File: src/io_pass_pkg.sv
// Shared constants for the I/O line-passing output control block.
// Assumes a single 200 MHz clock and a byte-addressed register port.
package io_pass_pkg;

  // Clock and timeout base
  localparam int CLK_FREQ_KHZ   = 200000;   // 200 MHz system clock
  localparam int TICK_PERIOD_MS = 100;      // Timeout unit is 100 ms
  localparam int TICK_CYCLES    = TICK_PERIOD_MS * CLK_FREQ_KHZ;

  // Sizes
  localparam int NUM_LINES   = 8;           // Digital lines zero..seven
  localparam int NUM_PULSE   = 2;           // Pulse-width outputs
  localparam int DUTY_W      = 10;          // Analog sample and duty width
  localparam int TMO_W       = 16;          // Timeout setting width
  localparam int ADDR_W      = 8;           // Register byte address width
  localparam int CFG_W       = 3;           // Line mode field width

  // Register byte offsets
  localparam logic [7:0] CTRL_OFS      = 8'h00;
  localparam logic [7:0] SRC_ADDR_OFS  = 8'h04;
  localparam logic [7:0] APT_OFS       = 8'h08;
  localparam logic [7:0] PRESET0_OFS   = 8'h0C;
  localparam logic [7:0] PRESET1_OFS   = 8'h10;
  localparam logic [7:0] LINE_CFG_OFS  = 8'h14;
  localparam logic [7:0] PULL_OFS      = 8'h18;
  localparam logic [7:0] DIRECT_OFS    = 8'h1C;
  localparam logic [7:0] CHG_MASK_OFS  = 8'h20;
  localparam logic [7:0] STATUS_OFS    = 8'h24;
  localparam logic [7:0] DUTY_NOW_OFS  = 8'h28;
  localparam logic [7:0] DTMO_BASE_OFS = 8'h40;  // Eight words, one a line

  // Control, status and duty-now register fields
  localparam int CTRL_API_BIT = 0;          // Framed API serial mode
  localparam int CTRL_FWD_BIT = 1;          // forward_sample_to_serial
  localparam int STAT_SLEEP_BIT = 10;       // Status: asleep
  localparam int DUTY1_LSB      = 16;       // Second duty in duty-now word

  // Reset values and broadcast address
  localparam logic [31:0] CTRL_RST     = 32'h0000_0002;
  localparam logic [15:0] SRC_ADDR_RST = 16'hFFFF;
  localparam logic [15:0] BCAST_ADDR   = 16'hFFFF;

  // Line modes
  localparam logic [2:0] MODE_DISABLED = 3'h0;
  localparam logic [2:0] MODE_INPUT    = 3'h3;
  localparam logic [2:0] MODE_OUT_LOW  = 3'h4;
  localparam logic [2:0] MODE_OUT_HIGH = 3'h5;

endpackage : io_pass_pkg

File: src/hold_timer.sv
// Countdown in timeout ticks; pulses expire when a loaded hold runs out.
// Assumes tick is a one-cycle pulse on the same clock, gated off in sleep.
`timescale 1ns/100ps
`default_nettype none
module hold_timer #(
  parameter int W = 16
) (
  input  wire logic         clk,
  input  wire logic         rst,
  input  wire logic         ce,
  input  wire logic         load,     // Start a new hold
  input  wire logic [W-1:0] period,   // Hold length in ticks
  input  wire logic         tick,     // Time base pulse
  output logic              expire    // One-cycle end of hold
);

  // Timer state
  typedef struct packed {
    logic [W-1:0] cnt;      // Ticks left, zero means idle
    logic         expire;   // Expiry pulse
  } timer_state_type;

  timer_state_type q;       // Registered state
  timer_state_type d;       // Next state

  // Next-state logic; a fresh load wins over a pending expiry
  always_comb begin
    d        = q;
    d.expire = 1'b0;
    if (load) begin
      d.cnt = period;       // Zero period holds with no reversion
    end else if (tick && q.cnt != '0) begin
      d.cnt = q.cnt - 1'b1;
      if (q.cnt == W'(1)) begin
        d.expire = 1'b1;
      end
    end
  end

  // State register; holding on low ce pauses the count
  always_ff @(posedge clk or posedge rst) begin
    if (rst) begin
      q <= '0;
    end else if (ce) begin
      q <= d;
    end
  end

  assign expire = q.expire;

endmodule // hold_timer
`default_nettype wire

File: src/pulse_gen.sv
// Free-running pulse-width generator with a forced-low sleep input.
// Assumes duty is stable in the clock domain; output is registered.
`timescale 1ns/100ps
`default_nettype none
module pulse_gen #(
  parameter int W = 10
) (
  input  wire logic         clk,
  input  wire logic         rst,
  input  wire logic         ce,
  input  wire logic         force_low,  // Shut the output down
  input  wire logic [W-1:0] duty,       // High count per period
  output logic              pulse       // Registered pulse output
);

  // Generator state
  typedef struct packed {
    logic [W-1:0] cnt;    // Period counter
    logic         pulse;  // Output level
  } pulse_state_type;

  pulse_state_type q;     // Registered state
  pulse_state_type d;     // Next state

  // Average level tracks duty over 2**W cycles
  always_comb begin
    d       = q;
    d.cnt   = q.cnt + 1'b1;
    d.pulse = !force_low && (q.cnt < duty);
    if (force_low) begin
      d.cnt = '0;         // Restart cleanly on wake
    end
  end

  // State register
  always_ff @(posedge clk or posedge rst) begin
    if (rst) begin
      q <= '0;
    end else if (ce) begin
      q <= d;
    end
  end

  assign pulse = q.pulse;

endmodule // pulse_gen
`default_nettype wire

File: src/io_pass_ctrl.sv
// Receiver-side output control for I/O line passing: digital and
// pulse-width outputs driven from remote samples, timeouts, direct set,
// serial forwarding decision and sleep handling.
// Assumes sample, sleep and register strobes come from same-clock logic.
//
// Our own choices: the register offsets and the strobed register port.
`timescale 1ns/100ps
`default_nettype none
// Function
// - Analog input n drives pulse output n
// - One analog timeout for both pulse outputs
// - Pulse output reverts to preset after timeout
// - Only matching source address drives outputs
// - Broadcast input address accepts any source
// - Passing works in API and transparent modes
// - Forward setting zero drops matching frames
// - Non-matching samples forwarded in API mode only
// - Direct set drives lines configured output
// - Direct-set levels never revert on timeout
// - Direct-set change visible to change detection
// - Sleep holds digital outputs, keeps pull configuration
// - Sleep drives peripherals low, SPI high
// - Sleep holds passed values, pauses timers
// - Pulse outputs low during sleep
// - Wake returns passed pulse outputs to preset
// - Sampled digital copies to matching output line
// - Per-line timeout restores configured output
module io_pass_ctrl
  import io_pass_pkg::*;
#(
  parameter int TICK_CNT = TICK_CYCLES   // Cycles per timeout tick
) (
  input  wire logic                  clk,
  input  wire logic                  rst,
  input  wire logic                  ce,
  // Register port
  input  wire logic [ADDR_W-1:0]     reg_addr,
  input  wire logic [31:0]           reg_wdata,
  input  wire logic                  reg_wr,
  input  wire logic                  reg_rd,
  output logic      [31:0]           reg_rdata,
  // Received sample from the radio side
  input  wire logic                  sample_valid,
  input  wire logic [15:0]           sample_src,
  input  wire logic [NUM_LINES-1:0]  sample_dmask,
  input  wire logic [NUM_LINES-1:0]  sample_dval,
  input  wire logic [NUM_PULSE-1:0]  sample_amask,
  input  wire logic [DUTY_W-1:0]     analog_input_zero,
  input  wire logic [DUTY_W-1:0]     analog_input_one,
  // Power manager
  input  wire logic                  sleep_active,
  // Serial forwarding decision
  output logic                       fwd_valid,
  output logic                       fwd_drop,
  // Digital lines
  output logic      [NUM_LINES-1:0]  dio_out,
  output logic      [NUM_LINES-1:0]  dio_oe_n,
  output logic      [NUM_LINES-1:0]  dio_pull_en,
  output logic      [NUM_LINES-1:0]  dio_pull_up,
  output logic                       change_event,
  // Pulse-width outputs
  output logic                       pulse_output_zero,
  output logic                       pulse_output_one,
  // Peripheral pin sleep states
  output logic                       periph_hold_low,
  output logic                       spi_hold_high
);

  localparam int PRE_W = $clog2(TICK_CNT + 1);
  localparam logic [PRE_W-1:0] PRE_LAST = PRE_W'(TICK_CNT - 1);

  // All block state
  typedef struct packed {
    logic [31:0]                      ctrl;        // Mode and forward
    logic [15:0]                      src_addr;    // input_source_address
    logic [TMO_W-1:0]                 apt;         // analog_pass_timeout
    logic [NUM_PULSE-1:0][DUTY_W-1:0] preset;      // duty_preset_*
    logic [NUM_LINES-1:0][CFG_W-1:0]  line_cfg;    // line_*_config
    logic [NUM_LINES-1:0]             pull_en;     // pull_resistor_enable
    logic [NUM_LINES-1:0]             pull_dir;    // pull_direction
    logic [NUM_LINES-1:0]             chg_mask;    // change_detect_mask
    logic [NUM_LINES-1:0][TMO_W-1:0]  dtmo;        // digital_line_timeout_*
    logic [NUM_LINES-1:0]             level;       // Configured or direct
    logic [NUM_LINES-1:0]             dpass;       // Line held by passing
    logic [NUM_LINES-1:0]             dpass_val;   // Passed level
    logic [NUM_PULSE-1:0]             apass;       // Pulse held by passing
    logic [NUM_PULSE-1:0][DUTY_W-1:0] apass_duty;  // Passed duty
    logic [NUM_PULSE-1:0][DUTY_W-1:0] duty;        // Duty in use
    logic [NUM_LINES-1:0]             dload;       // Start line hold
    logic [NUM_PULSE-1:0]             aload;       // Start pulse hold
    logic [PRE_W-1:0]                 pre;         // Tick prescaler
    logic                             tick;        // Timeout tick
    logic                             sleep_prev;  // For wake edge
    logic [31:0]                      rdata;       // Read answer
    logic                             fwd_valid;
    logic                             fwd_drop;
    logic [NUM_LINES-1:0]             dio_out;
    logic [NUM_LINES-1:0]             dio_oe_n;
    logic [NUM_LINES-1:0]             pull_en_o;
    logic [NUM_LINES-1:0]             pull_up_o;
    logic                             change_event;
    logic                             periph_low;
    logic                             spi_high;
  } ctrl_state_type;

  ctrl_state_type q;                    // Registered state
  ctrl_state_type d;                    // Next state

  logic [NUM_LINES-1:0] dexp;           // Line hold expired
  logic [NUM_PULSE-1:0] aexp;           // Pulse hold expired
  logic [NUM_PULSE-1:0][DUTY_W-1:0] asample; // Samples by channel

  assign asample[0] = analog_input_zero;
  assign asample[1] = analog_input_one;

  // Line is a driven output in mode 4 or 5
  function automatic logic is_out(input logic [CFG_W-1:0] m);
    return (m == MODE_OUT_LOW) || (m == MODE_OUT_HIGH);
  endfunction

  // Main next-state logic
  always_comb begin
    logic match;                        // Sample source accepted
    logic wake;                         // Sleep just ended
    int   idx;                          // Timeout word index
    match = 1'b0;
    wake  = 1'b0;
    idx   = 0;
    d              = q;
    d.fwd_valid    = 1'b0;
    d.fwd_drop     = 1'b0;
    d.change_event = 1'b0;
    d.tick         = 1'b0;
    d.dload        = '0;
    d.aload        = '0;
    d.rdata        = '0;
    d.sleep_prev   = sleep_active;

    // Time base stops in sleep so holds resume where they paused
    if (!sleep_active) begin
      if (q.pre >= PRE_LAST) begin
        d.pre  = '0;
        d.tick = 1'b1;
      end else begin
        d.pre = q.pre + 1'b1;
      end
    end

    // Register writes
    if (reg_wr) begin
      case (reg_addr)
        CTRL_OFS:     d.ctrl     = {30'h0000_0000, reg_wdata[1:0]};
        SRC_ADDR_OFS: d.src_addr = reg_wdata[15:0];
        APT_OFS:      d.apt      = reg_wdata[TMO_W-1:0];
        PRESET0_OFS:  d.preset[0] = reg_wdata[DUTY_W-1:0];
        PRESET1_OFS:  d.preset[1] = reg_wdata[DUTY_W-1:0];
        LINE_CFG_OFS: begin
          d.line_cfg = reg_wdata[NUM_LINES*CFG_W-1:0];
          for (int i = 0; i < NUM_LINES; i++) begin
            d.level[i] = (d.line_cfg[i] == MODE_OUT_HIGH);
          end
        end
        PULL_OFS: begin
          d.pull_en  = reg_wdata[7:0];
          d.pull_dir = reg_wdata[15:8];
        end
        DIRECT_OFS: begin
          // Only output lines take it; held until written again
          for (int i = 0; i < NUM_LINES; i++) begin
            if (is_out(q.line_cfg[i])) begin
              d.level[i] = reg_wdata[i];
            end
          end
        end
        CHG_MASK_OFS: d.chg_mask = reg_wdata[NUM_LINES-1:0];
        default: begin
          if (reg_addr >= DTMO_BASE_OFS &&
              reg_addr < DTMO_BASE_OFS + 8'(4 * NUM_LINES)) begin
            idx = int'((reg_addr - DTMO_BASE_OFS) >> 2);
            d.dtmo[idx[2:0]] = reg_wdata[TMO_W-1:0];
          end
        end
      endcase
    end

    // Hold expiry returns lines and pulses to their settings
    for (int i = 0; i < NUM_LINES; i++) begin
      if (dexp[i]) begin
        d.dpass[i] = 1'b0;
      end
    end
    for (int j = 0; j < NUM_PULSE; j++) begin
      if (aexp[j]) begin
        d.apass[j] = 1'b0;
      end
    end

    // Wake: passed pulses go back to preset whatever the timer says
    wake = q.sleep_prev && !sleep_active;
    if (wake) begin
      d.apass = '0;
    end

    // Received sample; a new sample wins over a same-cycle expiry
    if (sample_valid) begin
      match = (q.src_addr == BCAST_ADDR) ||
              (sample_src == q.src_addr);
      if (match) begin
        // Mode bit is not consulted: passing in both modes
        for (int i = 0; i < NUM_LINES; i++) begin
          if (sample_dmask[i] && is_out(q.line_cfg[i])) begin
            d.dpass[i]     = 1'b1;
            d.dpass_val[i] = sample_dval[i];
            d.dload[i]     = 1'b1;
          end
        end
        for (int j = 0; j < NUM_PULSE; j++) begin
          if (sample_amask[j]) begin
            d.apass[j]      = 1'b1;
            d.apass_duty[j] = asample[j];
            d.aload[j]      = 1'b1;
          end
        end
      end
      // Transparent mode discards samples after passing
      if (q.ctrl[CTRL_API_BIT]) begin
        if (!match || q.ctrl[CTRL_FWD_BIT]) begin
          d.fwd_valid = 1'b1;
        end else begin
          d.fwd_drop = 1'b1;
        end
      end else begin
        d.fwd_drop = 1'b1;
      end
    end

    // Duty in use: passed value while held, else preset
    for (int j = 0; j < NUM_PULSE; j++) begin
      d.duty[j] = d.apass[j] ? d.apass_duty[j] : d.preset[j];
    end

    // Line drive; passed value sits over the configured level
    for (int i = 0; i < NUM_LINES; i++) begin
      if (is_out(d.line_cfg[i])) begin
        d.dio_out[i]   = d.dpass[i] ? d.dpass_val[i] : d.level[i];
        d.dio_oe_n[i]  = 1'b0;
        d.pull_en_o[i] = 1'b0;
        d.pull_up_o[i] = 1'b0;
      end else begin
        d.dio_out[i]   = 1'b0;
        d.dio_oe_n[i]  = 1'b1;
        d.pull_en_o[i] = d.pull_en[i];
        d.pull_up_o[i] = d.pull_dir[i];
      end
    end

    // An output change on a line set in chg_mask, direct set included, reaches change detect
    if (|((d.dio_out ^ q.dio_out) & d.chg_mask & ~d.dio_oe_n)) begin
      d.change_event = 1'b1;
    end

    // Peripheral pins parked while asleep, released on wake
    d.periph_low = sleep_active;
    d.spi_high   = sleep_active;

    // Read answer, one cycle after the strobe
    if (reg_rd) begin
      case (reg_addr)
        CTRL_OFS:     d.rdata = q.ctrl;
        SRC_ADDR_OFS: d.rdata = {16'h0000, q.src_addr};
        APT_OFS:      d.rdata = {16'h0000, q.apt};
        PRESET0_OFS:  d.rdata = {22'h00_0000, q.preset[0]};
        PRESET1_OFS:  d.rdata = {22'h00_0000, q.preset[1]};
        LINE_CFG_OFS: d.rdata = {8'h00, q.line_cfg};
        PULL_OFS:     d.rdata = {16'h0000, q.pull_dir, q.pull_en};
        DIRECT_OFS:   d.rdata = {24'h00_0000, q.dio_out};
        CHG_MASK_OFS: d.rdata = {24'h00_0000, q.chg_mask};
        STATUS_OFS: begin
          d.rdata[NUM_LINES-1:0]       = q.dpass;
          d.rdata[NUM_LINES+1:NUM_LINES] = q.apass;
          d.rdata[STAT_SLEEP_BIT]      = q.sleep_prev;
        end
        DUTY_NOW_OFS: begin
          d.rdata[DUTY_W-1:0]                   = q.duty[0];
          d.rdata[DUTY1_LSB+DUTY_W-1:DUTY1_LSB] = q.duty[1];
        end
        default: begin
          if (reg_addr >= DTMO_BASE_OFS &&
              reg_addr < DTMO_BASE_OFS + 8'(4 * NUM_LINES)) begin
            idx = int'((reg_addr - DTMO_BASE_OFS) >> 2);
            d.rdata = {16'h0000, q.dtmo[idx[2:0]]};
          end
        end
      endcase
    end
  end

  // State register; low ce freezes everything
  always_ff @(posedge clk or posedge rst) begin
    if (rst) begin
      q          <= '0;
      q.ctrl     <= CTRL_RST;
      q.src_addr <= SRC_ADDR_RST;
      q.dio_oe_n <= '1;
    end else if (ce) begin
      q <= d;
    end
  end

  // Per-line holds; tick is absent in sleep, pausing them
  for (genvar i = 0; i < NUM_LINES; i++) begin : g_line_tmr
    hold_timer #(.W(TMO_W)) u_tmr (
      .clk    (clk),
      .rst    (rst),
      .ce     (ce),
      .load   (q.dload[i]),
      .period (q.dtmo[i]),
      .tick   (q.tick),
      .expire (dexp[i])
    );
  end

  // Pulse holds share the one analog timeout setting
  for (genvar j = 0; j < NUM_PULSE; j++) begin : g_pulse_tmr
    hold_timer #(.W(TMO_W)) u_tmr (
      .clk    (clk),
      .rst    (rst),
      .ce     (ce),
      .load   (q.aload[j]),
      .period (q.apt),
      .tick   (q.tick),
      .expire (aexp[j])
    );
  end

  // Pulse generators, forced low through sleep
  pulse_gen #(.W(DUTY_W)) u_pulse0 (
    .clk       (clk),
    .rst       (rst),
    .ce        (ce),
    .force_low (q.periph_low),
    .duty      (q.duty[0]),
    .pulse     (pulse_output_zero)
  );

  pulse_gen #(.W(DUTY_W)) u_pulse1 (
    .clk       (clk),
    .rst       (rst),
    .ce        (ce),
    .force_low (q.periph_low),
    .duty      (q.duty[1]),
    .pulse     (pulse_output_one)
  );

  // Outputs straight from the state register
  assign reg_rdata       = q.rdata;
  assign fwd_valid       = q.fwd_valid;
  assign fwd_drop        = q.fwd_drop;
  assign dio_out         = q.dio_out;
  assign dio_oe_n        = q.dio_oe_n;
  assign dio_pull_en     = q.pull_en_o;
  assign dio_pull_up     = q.pull_up_o;
  assign change_event    = q.change_event;
  assign periph_hold_low = q.periph_low;
  assign spi_hold_high   = q.spi_high;

endmodule // io_pass_ctrl
`default_nettype wire

File: config.mk
export PLATFORM = sky130hd
export DESIGN_NAME = io_pass_ctrl
export DESIGN_NICKNAME = d
export VERILOG_FILES = /design/src/io_pass_pkg.sv /design/src/hold_timer.sv /design/src/pulse_gen.sv /design/src/io_pass_ctrl.sv
export SDC_FILE = /design/constraint.sdc
export NUM_CORES = 2
export LEC_CHECK = 0
export ABC_AREA = 1
export BUFFER_PORTS_ARGS = -buffer_cell sky130_fd_sc_hd__buf_2
export CELL_PAD_IN_SITES_DETAIL_PLACEMENT = 0
export CELL_PAD_IN_SITES_GLOBAL_PLACEMENT = 1
export CORE_ASPECT_RATIO = 0.8
export CORE_MARGIN = 2
export CORE_UTILIZATION = 50
export CTS_CLUSTER_DIAMETER = 80
export CTS_CLUSTER_SIZE = 16
export DETAILED_ROUTE_END_ITERATION = 8
export PLACE_DENSITY_LB_ADDON = 0.1
export RECOVER_POWER = 25
export SYNTH_ARGS = -nofsm -noshare
export SYNTH_HDL_FRONTEND = slang
export SYNTH_SLANG_ARGS = --single-unit
File: constraint.sdc
create_clock -name clk -period 34.4 [get_ports clk]
set_clock_uncertainty 0.2 [all_clocks]
set_input_delay 8.6 -clock clk [delete_from_list [all_inputs] [get_ports clk]]
set_output_delay 8.6 -clock clk [all_outputs]
set_load 0.02 [all_outputs]
==> impl_summary.md <==
Outcome
The flow ran to the end, but the final reports show violations. The checks that failed: capacitance limit, slew limit.

Route
The count of nets left with antenna violations once routing finished came out at 0. The total via count in the routed design is 28100. In the routed design, unresolved DRC markers number 0. In the routed layout, each cell is associated on average with a via count of 5.78. In this run, the number of DRC markers left after iteration 0 of detailed routing was 3335. Dividing the detail-routed wire length by the instance count gives 21.6 um.

The number of optimization iterations in the first detailed-route pass is 6. The wire length after detailed routing is 105 mm.

Cells and area
At the end of the flow the core is filled with cells to 0.537. The final layout contains 4152 nets. Across the whole layout, storage elements account for 0.0147 sq mm. The multi-input combinational cells in the finished layout cover a total of 0.0140 sq mm. The share of final-layout standard cells stronger than drive strength 1 is 0.0829. The layout has 6110 filler cells. The area growth from synthesis to layout is 6.18%.

Power
Summed over all cells, the static leakage comes to 0.0154 uW. For this design the ratio of total power to cell area is 46.1 mW/mm^2. Of the total power, the clock network draws 0.312.

Summed over all nets, the switching power comes to 482 uW. The proportion of power drawn by flip-flops and latches is 0.523. The largest voltage drop on the vdd net is 0.0395 mV. The proportion of total power due to net switching is 0.311. The fraction of power consumed by combinational cells is 0.165. Cell internal power was estimated by the tool at 1070 uW.

Worst setup path
The critical path is of the primary input to async pin type. The worst setup slack for register-to-register paths is 30.25 ns. On the critical path, the stage with the largest delay is an instance of sky130_fd_sc_hd__clkbuf_1.

The worst setup path is launched from a primary input. The startpoint of the worst register-to-register path is q[398]$_DFFE_PP1P_. The delay of the slowest cell on the worst path is 6.45 ns. Of all nets on the critical path, the largest fanout is 176.

In this run the critical register-to-register path is captured at q[122]$_DFFE_PP0P_. Traced cell by cell, the critical path runs through buf_2 > clkinvlp_2 > clkbuf_1. The number of cells on the worst reg-to-reg path is 13. For the worst setup path, the data required time is 32.59 ns. The kind of end point of the critical path is an async pin. The worst path arrival time is 17.65 ns.

Synthesis
Of the synthesized area, sequential elements account for 0.464. The number of enable-type register cells in the synthesized netlist is 0. The count of distinct cell types in the synthesized netlist is 62. The combined area of all synthesized cells is 0.0316 sq mm. After synthesis the netlist holds a flip-flop and latch count of 586. The gate count of the mapped netlist is 4027.

By count the netlist is led by sky130_fd_sc_hd__nand2_1, sky130_fd_sc_hd__o21ai_0, sky130_fd_sc_hd__dfrtp_1. The share of async-settable or async-resettable flops after synthesis is 1.00. The share of synthesized area in the top cell type comes to 0.444. In the synthesized netlist the dominant register cell turns out to be sky130_fd_sc_hd__dfrtp_1. The most area-hungry cell type in the Yosys netlist is sky130_fd_sc_hd__dfrtp_1. The synthesized area per cell is 7.86 sq um.

Yosys instantiated no cell more often than sky130_fd_sc_hd__nand2_1. Yosys printed 0 warnings. Ranked by total cell area, the synthesized netlist is headed by sky130_fd_sc_hd__dfrtp_1, sky130_fd_sc_hd__o21ai_0, sky130_fd_sc_hd__nand2_1, sky130_fd_sc_hd__inv_1, sky130_fd_sc_hd__nor2_1.

Timing
Measured against its own limit, the worst slew margin works out to -5.16. The summed negative setup slack over all endpoints is 0 ns. The minimum clock period after layout is 19.46 ns. Setup repair after global routing left no endpoint under its margin. The maximum frequency from static timing analysis is 51.4 MHz. The share of the clock period used by the worst path is 0.566.

The final number of max-transition violations was 600. Setup violations remaining at the end of the flow were counted as 0. At the pin with the least slew margin, the transition time is 9.24 ns. The number of hold violations in the final report is 0.

GRT
The initial antenna violation count is 8. The via count of the first global-routing pass is 25400. Entering global routing, the biggest net connects 177 pins.

The global router's overall resource usage is 0.319. After global routing the overflow that remains totals 0. The global-route wire length before repair is 159 mm.

CTS
The count of instances resized after the clock tree is built is 0. At the later pin of the worst-skew pair, clock insertion delay measures 0.61 ns. Clock-pin slew was measured on the worst setup and hold paths at 0.07 ns.

The number of buffers inserted by post-CTS setup repair is 0. The clock buffer count from CTS is 42. The TritonCTS clock tree is built.

The number of buffers on the longest clock path is 3. The clock root buffer master is sky130_fd_sc_hd__clkbuf_16. The clock sink count is 586. The H-tree was split into 2 levels. Hold repair after CTS inserted 0 buffers.

Floorplan
The initialized floorplan defines 82 standard-cell rows. The effective utilization at floorplan is 0.506. The core region is 0.0626 sq mm. The die covers 0.0653 sq mm. The chip height is 229 um. In this run the count of I/O pins placed on the die edge is 172.

The floorplan die width is 285 um.

Placement
The final weighted congestion in routability-driven placement is 0.930. The port buffer count is 157. Detailed placement finished with a half-perimeter wire length of 74.9 mm.

Job
The number of max-cap violations is 6.

Worst hold path
The classification of the worst-slack hold path is flip-flop to flip-flop. The worst hold path passes through 2 cells.
## power by group through the flow
| stage | sequential (uW) | combinational (uW) | clock [uW] |
|---|---|---|---|
| after floorplan | 806 | 186 | 0 |
| after global placement | 821 | 248 | 0 |
| after detailed placement | 822 | 253 | 0 |
| after CTS | 809 | 254 | 492 |
| after global routing | 820 | 289 | 516 |
| final | 811 | 255 | 484 |
## through the flow
stage               hold slack [ns]  power (uW)  setup slack, ns  cell area [sq um]  instances
finish                        0.287        1550            14.94              33600       4857
global route                  0.308        1630            12.56              33600       4857
CTS                           0.291        1550            22.90              33700       4856
detailed placement            0.270        1070            22.32              32500       4796
global placement              0.264        1070            22.33              32500       4796
floorplan                     0.247         992             9.24              31700       4032
## logic make-up (layout without fill, tap and decap cells)
group,count (synthesis),after routing,share of synthesized area
AO/OA/AOI/OAI,1118,1118,0.196
XOR/XNOR,88,88,0.0244
adder cells (fa/ha/maj),51,51,0.0202
buffers and inverters,715,699,0.0951
flip-flops,586,586,0.464
multiplexers,18,18,0.00640
other,1,7,0.000118
AND/OR/NAND/NOR,1450,1450,0.194
## cell usage in the layout (no fill, tap or decap), types with 9 or more instances in the layout
cell                        Yosys  final
sky130_fd_sc_hd__a221oi_1       9      9
sky130_fd_sc_hd__a22oi_1       29     29
sky130_fd_sc_hd__nor2_1       336    337
sky130_fd_sc_hd__buf_2         26    156
sky130_fd_sc_hd__nand3_1      170    170
sky130_fd_sc_hd__o21ai_0      585    585
sky130_fd_sc_hd__o22ai_1      119    119
sky130_fd_sc_hd__a31oi_1       44     44
sky130_fd_sc_hd__nand4_1       60     60
sky130_fd_sc_hd__dfstp_2       25     25
sky130_fd_sc_hd__clkbuf_16      0     43
sky130_fd_sc_hd__dfrtp_1      561    561
sky130_fd_sc_hd__o21bai_1      10     10
sky130_fd_sc_hd__clkbuf_1     160     21
sky130_fd_sc_hd__ha_1          51     51
sky130_fd_sc_hd__a32oi_1        9      9
sky130_fd_sc_hd__o21ai_1       29     29
sky130_fd_sc_hd__o21ai_2        9      9
sky130_fd_sc_hd__nand2_1      764    764
sky130_fd_sc_hd__a21oi_1      214    210
sky130_fd_sc_hd__buf_4         70     34
sky130_fd_sc_hd__nor4_1        16     16
sky130_fd_sc_hd__xnor2_1       18     18
sky130_fd_sc_hd__xor2_1        70     70
sky130_fd_sc_hd__inv_1        431    431
sky130_fd_sc_hd__a22o_1        16     16
sky130_fd_sc_hd__mux2_2        18     18
sky130_fd_sc_hd__nor3_1        55     55
## routing by layer
layer	up-vias	GRT usage	routed length (um)
met4	6	0.0789	2540
met5	-	0	40
met3	136	0.0685	9870
li1	13300	-	-
met2	1095	0.442	42900
met1	13500	0.502	49600
## worst max-delay path by stage
stage | start | to | slack, ns | depth (start not counted)
floorplan | rst | async pin | 9.24 | 1
global placement | reg_addr[3] | reg_rdata[8]$_DFFE_PP0P_ | 22.33 | 11
detailed placement | reg_addr[3] | reg_rdata[8]$_DFFE_PP0P_ | 22.32 | 11
CTS | reg_addr[3] | reg_rdata[8]$_DFFE_PP0P_ | 22.90 | 11
global route | rst | q[75]$_DFFE_PP0P_ | 12.56 | 3
finish | rst | q[79]$_DFFE_PP0P_ | 14.94 | 3
## final cells by class
type / count / share of cell area
Clock buffer: 58 / 0.0337
Inverter: 443 / 0.0498
Timing Repair Buffer: 196 / 0.0315
Antenna cell: 1 / 0.0000745
Multi-Input combinational cell: 2731 / 0.416
Clock inverter: 2 / 0.000521
Sequential cell: 586 / 0.437
Tap cell: 840 / 0.0313
## critical path: cells and delay by family
family,cells,cell delay (ns)
buffers and inverters,3,8.65
Power figures use the tool's default switching activity.
